==> src/rtl/idm_defs.svh <==
// Constants for the internal data memory block: widths, reset values,
// field positions and register offsets.
// Assumes inclusion by bare name from rtl/.
`ifndef IDM_DEFS_SVH
`define IDM_DEFS_SVH

`define IDM_ADDR_W 8
`define IDM_DATA_W 8
`define IDM_REG_IDX_W 3
`define IDM_BIT_ADDR_W 7
`define IDM_BANK_W 2

`define IDM_SP_RESET 8'h07
`define IDM_PSW_RESET 8'h00
`define IDM_PSW_BANK_LO 3
`define IDM_PSW_BANK_HI 4

// Bit-addressable bytes sit at 0x20..0x2f: upper nibble fixed
`define IDM_BIT_BYTE_HI 4'h2
`define IDM_BIT_BYTE_LSB 3
`define IDM_PTR_PAD 2'b00
`define IDM_ONE 8'h01

`define IDM_AXI_AW 4
`define IDM_OFF_PSW 4'h0
`define IDM_OFF_SP 4'h4
`define IDM_OFF_STAT 4'h8
`define IDM_STAT_BUSY 2
`define IDM_RESP_OKAY 2'b00
`define IDM_RESP_SLVERR 2'b10
`define IDM_ZERO32 32'h0000_0000
`define IDM_ZERO8 8'h00

`endif

==> src/rtl/idm_pkg.sv <==
// Types shared by the internal data memory block.
// Assumes idm_defs.svh is on the include path.
`include "idm_defs.svh"

package idm_pkg;

    typedef enum logic [3:0] {
        IDM_OP_DIR_RD = 4'h0,
        IDM_OP_DIR_WR = 4'h1,
        IDM_OP_REG_RD = 4'h2,
        IDM_OP_REG_WR = 4'h3,
        IDM_OP_IND_RD = 4'h4,
        IDM_OP_IND_WR = 4'h5,
        IDM_OP_BIT_RD = 4'h6,
        IDM_OP_BIT_WR = 4'h7,
        IDM_OP_PUSH = 4'h8,
        IDM_OP_POP = 4'h9
    } idm_op_t;

    typedef enum logic [0:0] {
        IDM_ST_IDLE = 1'b0,
        IDM_ST_IND = 1'b1
    } idm_state_t;

    typedef struct packed {
        idm_op_t op;
        logic [`IDM_ADDR_W-1:0] addr;
        logic [`IDM_REG_IDX_W-1:0] reg_idx;
        logic ind_sel;
        logic [`IDM_BIT_ADDR_W-1:0] bit_addr;
        logic [`IDM_DATA_W-1:0] data;
        logic bit_val;
    } idm_req_t;

    typedef struct packed {
        logic [`IDM_DATA_W-1:0] data;
        logic bit_val;
    } idm_rsp_t;

endpackage

==> src/rtl/idm_axil.sv <==
// AXI4-Lite slave front end: turns bus transfers into one-cycle
// register write and read strobes.
// Assumes the owner decodes addresses combinationally.
`timescale 1ns/1ns
`default_nettype none
`include "idm_defs.svh"

module idm_axil #(
    parameter int AW = 4
) (
    // Clock and reset
    input wire logic core_clk,
    input wire logic resetn,
    // Write address and data
    input wire logic [AW-1:0] s_axi_awaddr,
    input wire logic s_axi_awvalid,
    output logic s_axi_awready,
    input wire logic [31:0] s_axi_wdata,
    input wire logic [3:0] s_axi_wstrb,
    input wire logic s_axi_wvalid,
    output logic s_axi_wready,
    // Write response
    output logic [1:0] s_axi_bresp,
    output logic s_axi_bvalid,
    input wire logic s_axi_bready,
    // Read
    input wire logic [AW-1:0] s_axi_araddr,
    input wire logic s_axi_arvalid,
    output logic s_axi_arready,
    output logic [31:0] s_axi_rdata,
    output logic [1:0] s_axi_rresp,
    output logic s_axi_rvalid,
    input wire logic s_axi_rready,
    // Register side
    output logic wr_en,
    output logic [AW-1:0] wr_addr,
    output logic [31:0] wr_data,
    output logic [3:0] wr_strb,
    input wire logic wr_ok,
    output logic rd_en,
    output logic [AW-1:0] rd_addr,
    input wire logic [31:0] rd_data,
    input wire logic rd_ok
);

    logic aw_held_r;
    logic w_held_r;

    // Both readies stay low until the response leaves, so a second
    // write cannot slip in before bready.
    assign s_axi_awready = !aw_held_r && !s_axi_bvalid;
    assign s_axi_wready = !w_held_r && !s_axi_bvalid;
    assign wr_en = aw_held_r && w_held_r;
    assign s_axi_arready = !s_axi_rvalid;
    assign rd_en = s_axi_arvalid && s_axi_arready;
    assign rd_addr = s_axi_araddr;

    always_ff @(posedge core_clk or negedge resetn) begin
        if (!resetn) begin
            aw_held_r <= 1'b0;
            wr_addr <= '0;
        end else if (wr_en) begin
            aw_held_r <= 1'b0;
        end else if (s_axi_awvalid && s_axi_awready) begin
            aw_held_r <= 1'b1;
            wr_addr <= s_axi_awaddr;
        end
    end

    always_ff @(posedge core_clk or negedge resetn) begin
        if (!resetn) begin
            w_held_r <= 1'b0;
            wr_data <= '0;
            wr_strb <= '0;
        end else if (wr_en) begin
            w_held_r <= 1'b0;
        end else if (s_axi_wvalid && s_axi_wready) begin
            w_held_r <= 1'b1;
            wr_data <= s_axi_wdata;
            wr_strb <= s_axi_wstrb;
        end
    end

    always_ff @(posedge core_clk or negedge resetn) begin
        if (!resetn) begin
            s_axi_bvalid <= 1'b0;
            s_axi_bresp <= `IDM_RESP_OKAY;
        end else if (wr_en) begin
            s_axi_bvalid <= 1'b1;
            s_axi_bresp <= wr_ok ? `IDM_RESP_OKAY : `IDM_RESP_SLVERR;
        end else if (s_axi_bready) begin
            s_axi_bvalid <= 1'b0;
        end
    end

    always_ff @(posedge core_clk or negedge resetn) begin
        if (!resetn) begin
            s_axi_rvalid <= 1'b0;
            s_axi_rdata <= `IDM_ZERO32;
            s_axi_rresp <= `IDM_RESP_OKAY;
        end else if (rd_en) begin
            s_axi_rvalid <= 1'b1;
            s_axi_rdata <= rd_ok ? rd_data : `IDM_ZERO32;
            s_axi_rresp <= rd_ok ? `IDM_RESP_OKAY : `IDM_RESP_SLVERR;
        end else if (s_axi_rready) begin
            s_axi_rvalid <= 1'b0;
        end
    end

endmodule // idm_axil

`default_nettype wire

==> src/rtl/idm_ram.sv <==
// Byte-wide data memory array with one write port and two
// combinational read ports.
// Assumes a single clock; contents are undefined after power-up.
`timescale 1ns/1ns
`default_nettype none

module idm_ram #(
    parameter int AW = 8,
    parameter int DW = 8
) (
    // Clock
    input wire logic core_clk,
    // Write port
    input wire logic we,
    input wire logic [AW-1:0] waddr,
    input wire logic [DW-1:0] wdata,
    // Read ports
    input wire logic [AW-1:0] raddr_a,
    output logic [DW-1:0] rdata_a,
    input wire logic [AW-1:0] raddr_b,
    output logic [DW-1:0] rdata_b
);

    logic [DW-1:0] mem [0:(1<<AW)-1];

    always_ff @(posedge core_clk) begin
        if (we) begin
            mem[waddr] <= wdata;
        end
    end

    assign rdata_a = mem[raddr_a];
    assign rdata_b = mem[raddr_b];

endmodule // idm_ram

`default_nettype wire

==> src/rtl/idm_regs.sv <==
// Lower internal data memory: banked working registers, bit region,
// stack with its pointer, and the register bus for the status word.
// Assumes the core holds a request stable until req_ready, and that
// software reaches the status word and stack pointer over AXI4-Lite.
//
// The placing of the registers and the AXI4-Lite register port were left to the implementer.
`timescale 1ns/1ns
`default_nettype none
`include "idm_defs.svh"

module idm_regs #(
    parameter int AXI_AW = `IDM_AXI_AW
) (
    // Clock and reset
    input wire logic core_clk,
    input wire logic resetn,
    // AXI4-Lite write address and data
    input wire logic [AXI_AW-1:0] s_axi_awaddr,
    input wire logic s_axi_awvalid,
    output logic s_axi_awready,
    input wire logic [31:0] s_axi_wdata,
    input wire logic [3:0] s_axi_wstrb,
    input wire logic s_axi_wvalid,
    output logic s_axi_wready,
    // AXI4-Lite write response
    output logic [1:0] s_axi_bresp,
    output logic s_axi_bvalid,
    input wire logic s_axi_bready,
    // AXI4-Lite read
    input wire logic [AXI_AW-1:0] s_axi_araddr,
    input wire logic s_axi_arvalid,
    output logic s_axi_arready,
    output logic [31:0] s_axi_rdata,
    output logic [1:0] s_axi_rresp,
    output logic s_axi_rvalid,
    input wire logic s_axi_rready,
    // Core access request
    input wire logic req_valid,
    input wire idm_pkg::idm_req_t req,
    output logic req_ready,
    // Core access answer
    output logic rsp_valid,
    output idm_pkg::idm_rsp_t rsp,
    // State seen by the core
    output logic [`IDM_BANK_W-1:0] active_bank,
    output logic [`IDM_ADDR_W-1:0] stack_pointer
);

    import idm_pkg::*;

    localparam int AW = `IDM_ADDR_W;
    localparam int DW = `IDM_DATA_W;

    idm_state_t state_r;
    idm_state_t state_nxt;
    idm_req_t held_r;
    idm_req_t exec_req;
    logic exec_go;
    logic [DW-1:0] program_status_word_r;
    logic [AW-1:0] stack_pointer_r;
    logic [AW-1:0] stack_pointer_nxt;
    logic [AW-1:0] ptr_r;
    logic [`IDM_BANK_W-1:0] bank;
    logic [AW-1:0] wreg_addr;
    logic [AW-1:0] ptr_addr;
    logic [AW-1:0] bit_byte_addr;
    logic [2:0] bit_pos;
    logic mem_we;
    logic [AW-1:0] mem_waddr;
    logic [DW-1:0] mem_wdata;
    logic [AW-1:0] mem_raddr_b;
    logic [DW-1:0] ptr_data;
    logic [DW-1:0] rd_byte;
    logic [DW-1:0] bit_merged;
    logic is_ind;

    // Register bus strobes
    logic wr_en;
    logic [AXI_AW-1:0] wr_addr;
    logic [31:0] wr_data;
    logic [3:0] wr_strb;
    logic wr_ok;
    logic rd_en;
    logic [AXI_AW-1:0] rd_addr;
    logic [31:0] rd_data;
    logic rd_ok;
    logic psw_wr;
    logic sp_wr;

    // Address formation

    assign bank = {program_status_word_r[`IDM_PSW_BANK_HI],
                   program_status_word_r[`IDM_PSW_BANK_LO]};
    assign active_bank = bank;
    assign stack_pointer = stack_pointer_r;

    // Bank index on top, register number below: banks stack upward
    // from address zero and no index can leave the selected bank.
    assign wreg_addr = {{(AW - `IDM_BANK_W - `IDM_REG_IDX_W){1'b0}},
                        bank, exec_req.reg_idx};

    // Pointer register is register zero or one of the active bank only
    assign ptr_addr = {{(AW - `IDM_BANK_W - `IDM_REG_IDX_W){1'b0}},
                       bank, `IDM_PTR_PAD, req.ind_sel};

    assign bit_byte_addr = {`IDM_BIT_BYTE_HI,
        exec_req.bit_addr[`IDM_BIT_ADDR_W-1:`IDM_BIT_BYTE_LSB]};
    assign bit_pos = exec_req.bit_addr[`IDM_BIT_BYTE_LSB-1:0];

    assign is_ind = (req.op == IDM_OP_IND_RD) || (req.op == IDM_OP_IND_WR);

    // Sequencing: every operation but the indirect ones completes in
    // the cycle it is accepted; indirect ones fetch the pointer first.

    assign req_ready = (state_r == IDM_ST_IDLE);

    always_comb begin
        state_nxt = state_r;
        unique case (state_r)
            IDM_ST_IDLE: begin
                if (req_valid && is_ind) begin
                    state_nxt = IDM_ST_IND;
                end
            end
            IDM_ST_IND: begin
                state_nxt = IDM_ST_IDLE;
            end
        endcase
    end

    always_ff @(posedge core_clk or negedge resetn) begin
        if (!resetn) begin
            state_r <= IDM_ST_IDLE;
        end else begin
            state_r <= state_nxt;
        end
    end

    always_ff @(posedge core_clk or negedge resetn) begin
        if (!resetn) begin
            held_r <= '0;
            ptr_r <= '0;
        end else if (req_valid && req_ready && is_ind) begin
            held_r <= req;
            ptr_r <= ptr_data;
        end
    end

    always_comb begin
        exec_go = 1'b0;
        exec_req = req;
        if (state_r == IDM_ST_IND) begin
            exec_go = 1'b1;
            exec_req = held_r;
        end else if (req_valid && !is_ind) begin
            exec_go = 1'b1;
        end
    end

    // Single-bit write is a read-modify-write of the holding byte
    always_comb begin
        bit_merged = rd_byte;
        bit_merged[bit_pos] = exec_req.bit_val;
    end

    // Memory port steering by operation kind
    always_comb begin
        mem_we = 1'b0;
        mem_waddr = exec_req.addr;
        mem_wdata = exec_req.data;
        mem_raddr_b = exec_req.addr;
        unique case (exec_req.op)
            IDM_OP_DIR_RD: begin
                mem_raddr_b = exec_req.addr;
            end
            IDM_OP_DIR_WR: begin
                mem_we = exec_go;
            end
            IDM_OP_REG_RD: begin
                mem_raddr_b = wreg_addr;
            end
            IDM_OP_REG_WR: begin
                mem_we = exec_go;
                mem_waddr = wreg_addr;
            end
            IDM_OP_IND_RD: begin
                mem_raddr_b = ptr_r;
            end
            IDM_OP_IND_WR: begin
                mem_we = exec_go;
                mem_waddr = ptr_r;
            end
            IDM_OP_BIT_RD: begin
                mem_raddr_b = bit_byte_addr;
            end
            IDM_OP_BIT_WR: begin
                mem_raddr_b = bit_byte_addr;
                mem_we = exec_go;
                mem_waddr = bit_byte_addr;
                mem_wdata = bit_merged;
            end
            IDM_OP_PUSH: begin
                mem_we = exec_go;
                mem_waddr = stack_pointer_r + `IDM_ONE;
            end
            IDM_OP_POP: begin
                mem_raddr_b = stack_pointer_r;
            end
            default: begin
                mem_we = 1'b0;
            end
        endcase
    end

    idm_ram #(
        .AW(AW),
        .DW(DW)
    ) u_ram (
        .core_clk(core_clk),
        .we(mem_we),
        .waddr(mem_waddr),
        .wdata(mem_wdata),
        .raddr_a(ptr_addr),
        .rdata_a(ptr_data),
        .raddr_b(mem_raddr_b),
        .rdata_b(rd_byte)
    );

    // Answer to the core, one cycle after the operation executes
    always_ff @(posedge core_clk or negedge resetn) begin
        if (!resetn) begin
            rsp_valid <= 1'b0;
            rsp <= '0;
        end else begin
            rsp_valid <= exec_go;
            if (exec_go) begin
                rsp.data <= rd_byte;
                rsp.bit_val <= rd_byte[bit_pos];
                if (exec_req.op == IDM_OP_PUSH) begin
                    rsp.data <= exec_req.data;
                end
            end
        end
    end

    // Stack pointer: eight bits, so push and pop wrap around the
    // whole memory. A bus write in the same cycle wins over the core.
    always_comb begin
        stack_pointer_nxt = stack_pointer_r;
        if (sp_wr) begin
            stack_pointer_nxt = wr_data[AW-1:0];
        end else if (exec_go && exec_req.op == IDM_OP_PUSH) begin
            stack_pointer_nxt = stack_pointer_r + `IDM_ONE;
        end else if (exec_go && exec_req.op == IDM_OP_POP) begin
            stack_pointer_nxt = stack_pointer_r - `IDM_ONE;
        end
    end

    always_ff @(posedge core_clk or negedge resetn) begin
        if (!resetn) begin
            stack_pointer_r <= `IDM_SP_RESET;
        end else begin
            stack_pointer_r <= stack_pointer_nxt;
        end
    end

    // Changing banks mid-operation would split an indirect access
    // across two banks; the pointer is latched first, so it cannot.
    always_ff @(posedge core_clk or negedge resetn) begin
        if (!resetn) begin
            program_status_word_r <= `IDM_PSW_RESET;
        end else if (psw_wr) begin
            program_status_word_r <= wr_data[DW-1:0];
        end
    end

    // Register bus

    idm_axil #(
        .AW(AXI_AW)
    ) u_axil (
        .core_clk(core_clk),
        .resetn(resetn),
        .s_axi_awaddr(s_axi_awaddr),
        .s_axi_awvalid(s_axi_awvalid),
        .s_axi_awready(s_axi_awready),
        .s_axi_wdata(s_axi_wdata),
        .s_axi_wstrb(s_axi_wstrb),
        .s_axi_wvalid(s_axi_wvalid),
        .s_axi_wready(s_axi_wready),
        .s_axi_bresp(s_axi_bresp),
        .s_axi_bvalid(s_axi_bvalid),
        .s_axi_bready(s_axi_bready),
        .s_axi_araddr(s_axi_araddr),
        .s_axi_arvalid(s_axi_arvalid),
        .s_axi_arready(s_axi_arready),
        .s_axi_rdata(s_axi_rdata),
        .s_axi_rresp(s_axi_rresp),
        .s_axi_rvalid(s_axi_rvalid),
        .s_axi_rready(s_axi_rready),
        .wr_en(wr_en),
        .wr_addr(wr_addr),
        .wr_data(wr_data),
        .wr_strb(wr_strb),
        .wr_ok(wr_ok),
        .rd_en(rd_en),
        .rd_addr(rd_addr),
        .rd_data(rd_data),
        .rd_ok(rd_ok)
    );

    // Registers hold eight bits in byte lane zero; other lanes ignored
    assign psw_wr = wr_en && wr_strb[0] && (wr_addr == `IDM_OFF_PSW);
    assign sp_wr = wr_en && wr_strb[0] && (wr_addr == `IDM_OFF_SP);

    // Status is read-only; a write to it is accepted and dropped
    assign wr_ok = (wr_addr == `IDM_OFF_PSW) || (wr_addr == `IDM_OFF_SP) ||
                   (wr_addr == `IDM_OFF_STAT);

    always_comb begin
        rd_data = `IDM_ZERO32;
        rd_ok = 1'b1;
        unique case (rd_addr)
            `IDM_OFF_PSW: begin
                rd_data[DW-1:0] = program_status_word_r;
            end
            `IDM_OFF_SP: begin
                rd_data[AW-1:0] = stack_pointer_r;
            end
            `IDM_OFF_STAT: begin
                rd_data[`IDM_BANK_W-1:0] = bank;
                rd_data[`IDM_STAT_BUSY] = (state_r != IDM_ST_IDLE);
            end
            default: begin
                rd_ok = 1'b0;
            end
        endcase
    end

    // Stack placement when several banks are used is software's
    // concern; nothing here guards bank one against pushes.

endmodule // idm_regs

`default_nettype wire
==> config.mk <==
export PLATFORM = sky130hd
export DESIGN_NAME = idm_regs
export DESIGN_NICKNAME = d
export VERILOG_FILES = /design/src/rtl/idm_pkg.sv /design/src/rtl/idm_axil.sv /design/src/rtl/idm_ram.sv /design/src/rtl/idm_regs.sv
export VERILOG_INCLUDE_DIRS = /design/src /design/src/rtl
export SDC_FILE = /design/constraint.sdc
export NUM_CORES = 2
export LEC_CHECK = 0
export BUFFER_PORTS_ARGS = -buffer_cell sky130_fd_sc_hd__buf_4
export CELL_PAD_IN_SITES_DETAIL_PLACEMENT = 2
export CELL_PAD_IN_SITES_GLOBAL_PLACEMENT = 2
export CORE_MARGIN = 10
export CORE_UTILIZATION = 40
export DETAILED_ROUTE_END_ITERATION = 10
export PLACE_DENSITY = 0.8
export SLEW_MARGIN = 20
export SYNTH_ARGS = -nofsm -noshare
export SYNTH_HDL_FRONTEND = slang
export SYNTH_SLANG_ARGS = --single-unit
==> constraint.sdc <==
create_clock -name core_clk -period 13.3 [get_ports core_clk]
set_clock_uncertainty 0.2 [all_clocks]
set_input_delay 0 -clock core_clk [delete_from_list [all_inputs] [get_ports core_clk]]
set_output_delay 0 -clock core_clk [all_outputs]
set_load 0.005 [all_outputs]
==> impl_metrics.tcl <==
set metrics [dict create \
    finalSetupTns_ns 0 \
    cap_viol_max_count 0 \
    grt_max_degree 185 \
    final_core_util_pct 45.8 \
    worstPathRequired_ns 13.63 \
    start_kind "flip-flop" \
    cp_data_arrival_time_ns 10.74 \
    seq_area_frac_synth_pct 72.5 \
    via_count 63100 \
    cts.sinks 2141 \
    clk_latency_ns 0.93 \
    path_cells "nand3b_1 -> a22oi_1 -> o2bb2ai_1 -> o31a_2 -> buf_4 -> nand3_2 -> buf_4 -> o22ai_1 -> nor4_1 -> a22oi_1 -> a221oi_1 -> nor3_1 -> o21ai_0 -> a21oi_4 -> buf_4 -> buf_4" \
    status "complete, no violations" \
    slew_viol_final 0 \
    yosys.area.top_type "edfxtp_1" \
    overflow 0 \
    setup_viol 0 \
    syn_avg_cell_area_um2 14.6 \
    synth_edf_count 2048 \
    setup_slack_ns 2.89 \
    cts_resized 0 \
    startpoint "state_r" \
    synth_top_area_share_pct 69.9 \
    grt_usage_pct 32.3 \
    holdPathStages 5 \
    timing.rr.start "state_r" \
    hold_end "rsp[3]" \
    netlist_instances 6040 \
    hp-class "primary input to flip-flop" \
    ys.warnings.count 0 \
    wl_um 398000 \
    layout_min_cycle_time_ns 10.41 \
    cp_max_fo 71 \
    synthToLayoutAreaGrowth_pct 14.0 \
    antenna_found_initial 30 \
    tightest_slew_ns 1.44 \
    power_density_mw_per_mm2 170 \
    leakagePower_nw 33.7 \
    cts_buffers 218 \
    grt_pass1_wl_um 549000 \
    die_area_mm2 0.239 \
    path_common_cell "buf_4" \
    min-delay-start "req[3]" \
    ant_nets 0 \
    yosysUniqueCellTypes 107 \
    maxSlewHeadroom_pct 3.64 \
    slowest_delay_ns 0.95 \
    num_rows 172 \
    drtPass1Iterations 8 \
    fmax_mhz 96.0 \
    fp.coreArea_mm2 0.219 \
    regToRegEndpoint "u_ram.mem[230][2]" \
    clk_pin_slew_ns 0.06 \
    io_pins 146 \
    ir_drop_mv 0.165 \
    rsz0062_at_grt "false" \
    pre_cts_slack_ns 3.56 \
    drtIter0Drc 9480 \
    yosys_register_bits 2141 \
    portBuffers 92 \
    ctsLongestPathBuffers 3 \
    post-route-period-util_pct 78.3 \
    synth_top_flop_cell "edfxtp_1" \
    finalWeightedCongestion 0.887 \
    drive_gt1_share_pct 13.1 \
    final_hold_viol_count 0 \
    end_kind "flip-flop" \
    grt_pass1_vias 66000 \
    critPathSlowestCell "dfrtp_2" \
    vias_per_cell 6.73 \
    routedWlPerCell_um 42.5 \
    die_w_um 489 \
    place_hpwl_um 227000 \
    start_util_pct 40.1 \
    synthArstFlopShare_pct 4.34 \
    tritoncts "built" \
    clockRootBuffer "clkbuf_16" \
    rr_worst_depth 16 \
    fin_nets 6362 \
    die_y_um 489 \
    h-tree-depth 4 \
    drc 0 \
    syn_area_mm2 0.0880 \
    synth.area.top_cells "edfxtp_1 (70%), nand2_1 (4.9%), mux2i_1 (4.7%)" \
    critical_path_class "flip-flop to flip-flop" \
    reg2reg_slack_ns 2.89 \
]
## how the worst max path moves through the flow
stage / end / slack (ns) / cells past startpoint
5_1_grt: u_ram.mem[230][2] / 2.82 / 18
3_5_place_dp: u_ram.mem[52][2] / 3.56 / 18
6_report: u_ram.mem[230][2] / 2.89 / 16
3_3_place_gp: u_ram.mem[98][2] / 4.16 / 16
2_1_floorplan: u_ram.mem[0][0] / 0.29 / 17
4_1_cts: u_ram.mem[230][2] / 3.42 / 18
## per-layer routing
layer | vias up | wire, um | GRT usage (%)
met2 | 5304 | 183000 | 50.3
met5 | - | 129 | 0
met1 | 32600 | 136000 | 37.9
met3 | 1693 | 43700 | 9.03
met4 | 18 | 35100 | 24.7
li1 | 23500 | - | -
## synth_stat cells, types with 12 or more instances
cell type	number
edfxtp_1	2048
nand2_1	1139
mux2i_1	409
nor2_1	378
nand3_1	343
a21oi_1	157
buf_2	137
clkbuf_1	115
mux4_2	93
dfrtp_1	90
and3_1	88
mux2_2	88
buf_4	79
o21ai_0	69
o22ai_1	62
a31oi_1	56
o221ai_1	56
a211oi_1	43
nor4_1	43
nand4_1	40
buf_1	35
buf_6	32
nor3_1	31
o211ai_1	26
a22oi_1	24
a221oi_1	21
a2111oi_0	19
inv_1	17
a311oi_1	15
a32oi_1	13
a22o_1	12
or4_1	12
## area by class of cell
| class | instances | area, um^2 |
|---|---|---|
| Fill cell | 20600 | 119000 |
| Sequential cell | 2141 | 63800 |
| Multi-Input combinational cell | 3506 | 22400 |
| Clock buffer | 272 | 5700 |
| Tap cell | 2871 | 3590 |
| Timing Repair Buffer | 392 | 3530 |
| Clock inverter | 135 | 1170 |
| Antenna cell | 33 | 82.6 |
| Inverter | 17 | 63.8 |
## through the flow
stage	cell area [um^2]	hold slack (ns)	std cells	power (mW)
2_1_floorplan	88100	-0.496	6065	9.34
3_3_place_gp	91800	-0.234	8789	10.4
3_5_place_dp	91800	-0.227	8789	10.6
4_1_cts	100000	0.0237	9328	16.8
5_1_grt	100000	0.117	9339	17.3
6_report	100000	0.0673	9367	17.1
## cells by family after synthesis
| kind of cell | after synthesis | share of synthesized area [%] |
|---|---|---|
| other | 1 | 0.00426 |
| muxes | 592 | 8.20 |
| xor gates and xnor gates | 11 | 0.109 |
| adders and majority gates | 2 | 0.0284 |
| and+or+nand+nor | 2152 | 10.6 |
| buffers and inverters | 418 | 2.63 |
| DFF | 2141 | 72.5 |
| AOI/OAI and AO/OA | 723 | 5.87 |
## timing repair
action | 4_1_cts | 5_1_grt
setup buffers | 0 | 0
hold buffers | 132 | 1
setup endpoints to repair | 0 | 0
hold endpoints to repair | 346 | 2
## state kept, by name, indices dropped and copies added (netlist names), 4 cells and up
signal	cells
u_axil.wr_data	8
ptr_r	8
u_axil.wr_addr	4
u_ram.mem	2048
rsp	9
held_r	31
u_axil.s_axi_rdata	8
program_status_word_r	8
stack_pointer	8
## where the power goes
group / switching (mW) / total [mW] / internal [mW]
clock: 2.99 / 6.29 / 3.30
combinational: 2.26 / 3.08 / 0.819
sequential: 0.146 / 7.73 / 7.58
## worst max-delay path: cells and delay by family (launching register included)
| kind | cells | cell delay (ns) |
|---|---|---|
| AOI/OAI and AO/OA | 8 | 4.26 |
| and+or+nand+nor | 4 | 1.74 |
| buffers and inverters | 4 | 2.61 |
| DFF | 1 | 0.95 |
## layout by cell type (no fill, tap or decap), drive strengths merged, types with 22 or more instances in the layout
cell         netlist  final
clkbuf           115    273
o21ai             74     74
a221oi            22     22
nand4             40     40
a31oi             56     56
nor3              32     32
a22oi             24     24
a21oi            159    159
clkinv             0    113
edfxtp          2048   2048
dlygate4sd3        0    132
o22ai             63     63
mux2i            411    411
diode              0     33
buf              286    259
nor4              44     44
conb               1     26
a211oi            44     44
dfrtp             90     90
mux4              93     93
nor2             380    380
mux2              88     88
and3              88     88
nand3            345    345
o221ai            56     56
nand2           1139   1139
o211ai            29     29
No activity file was read; power rests on OpenSTA's default activity.
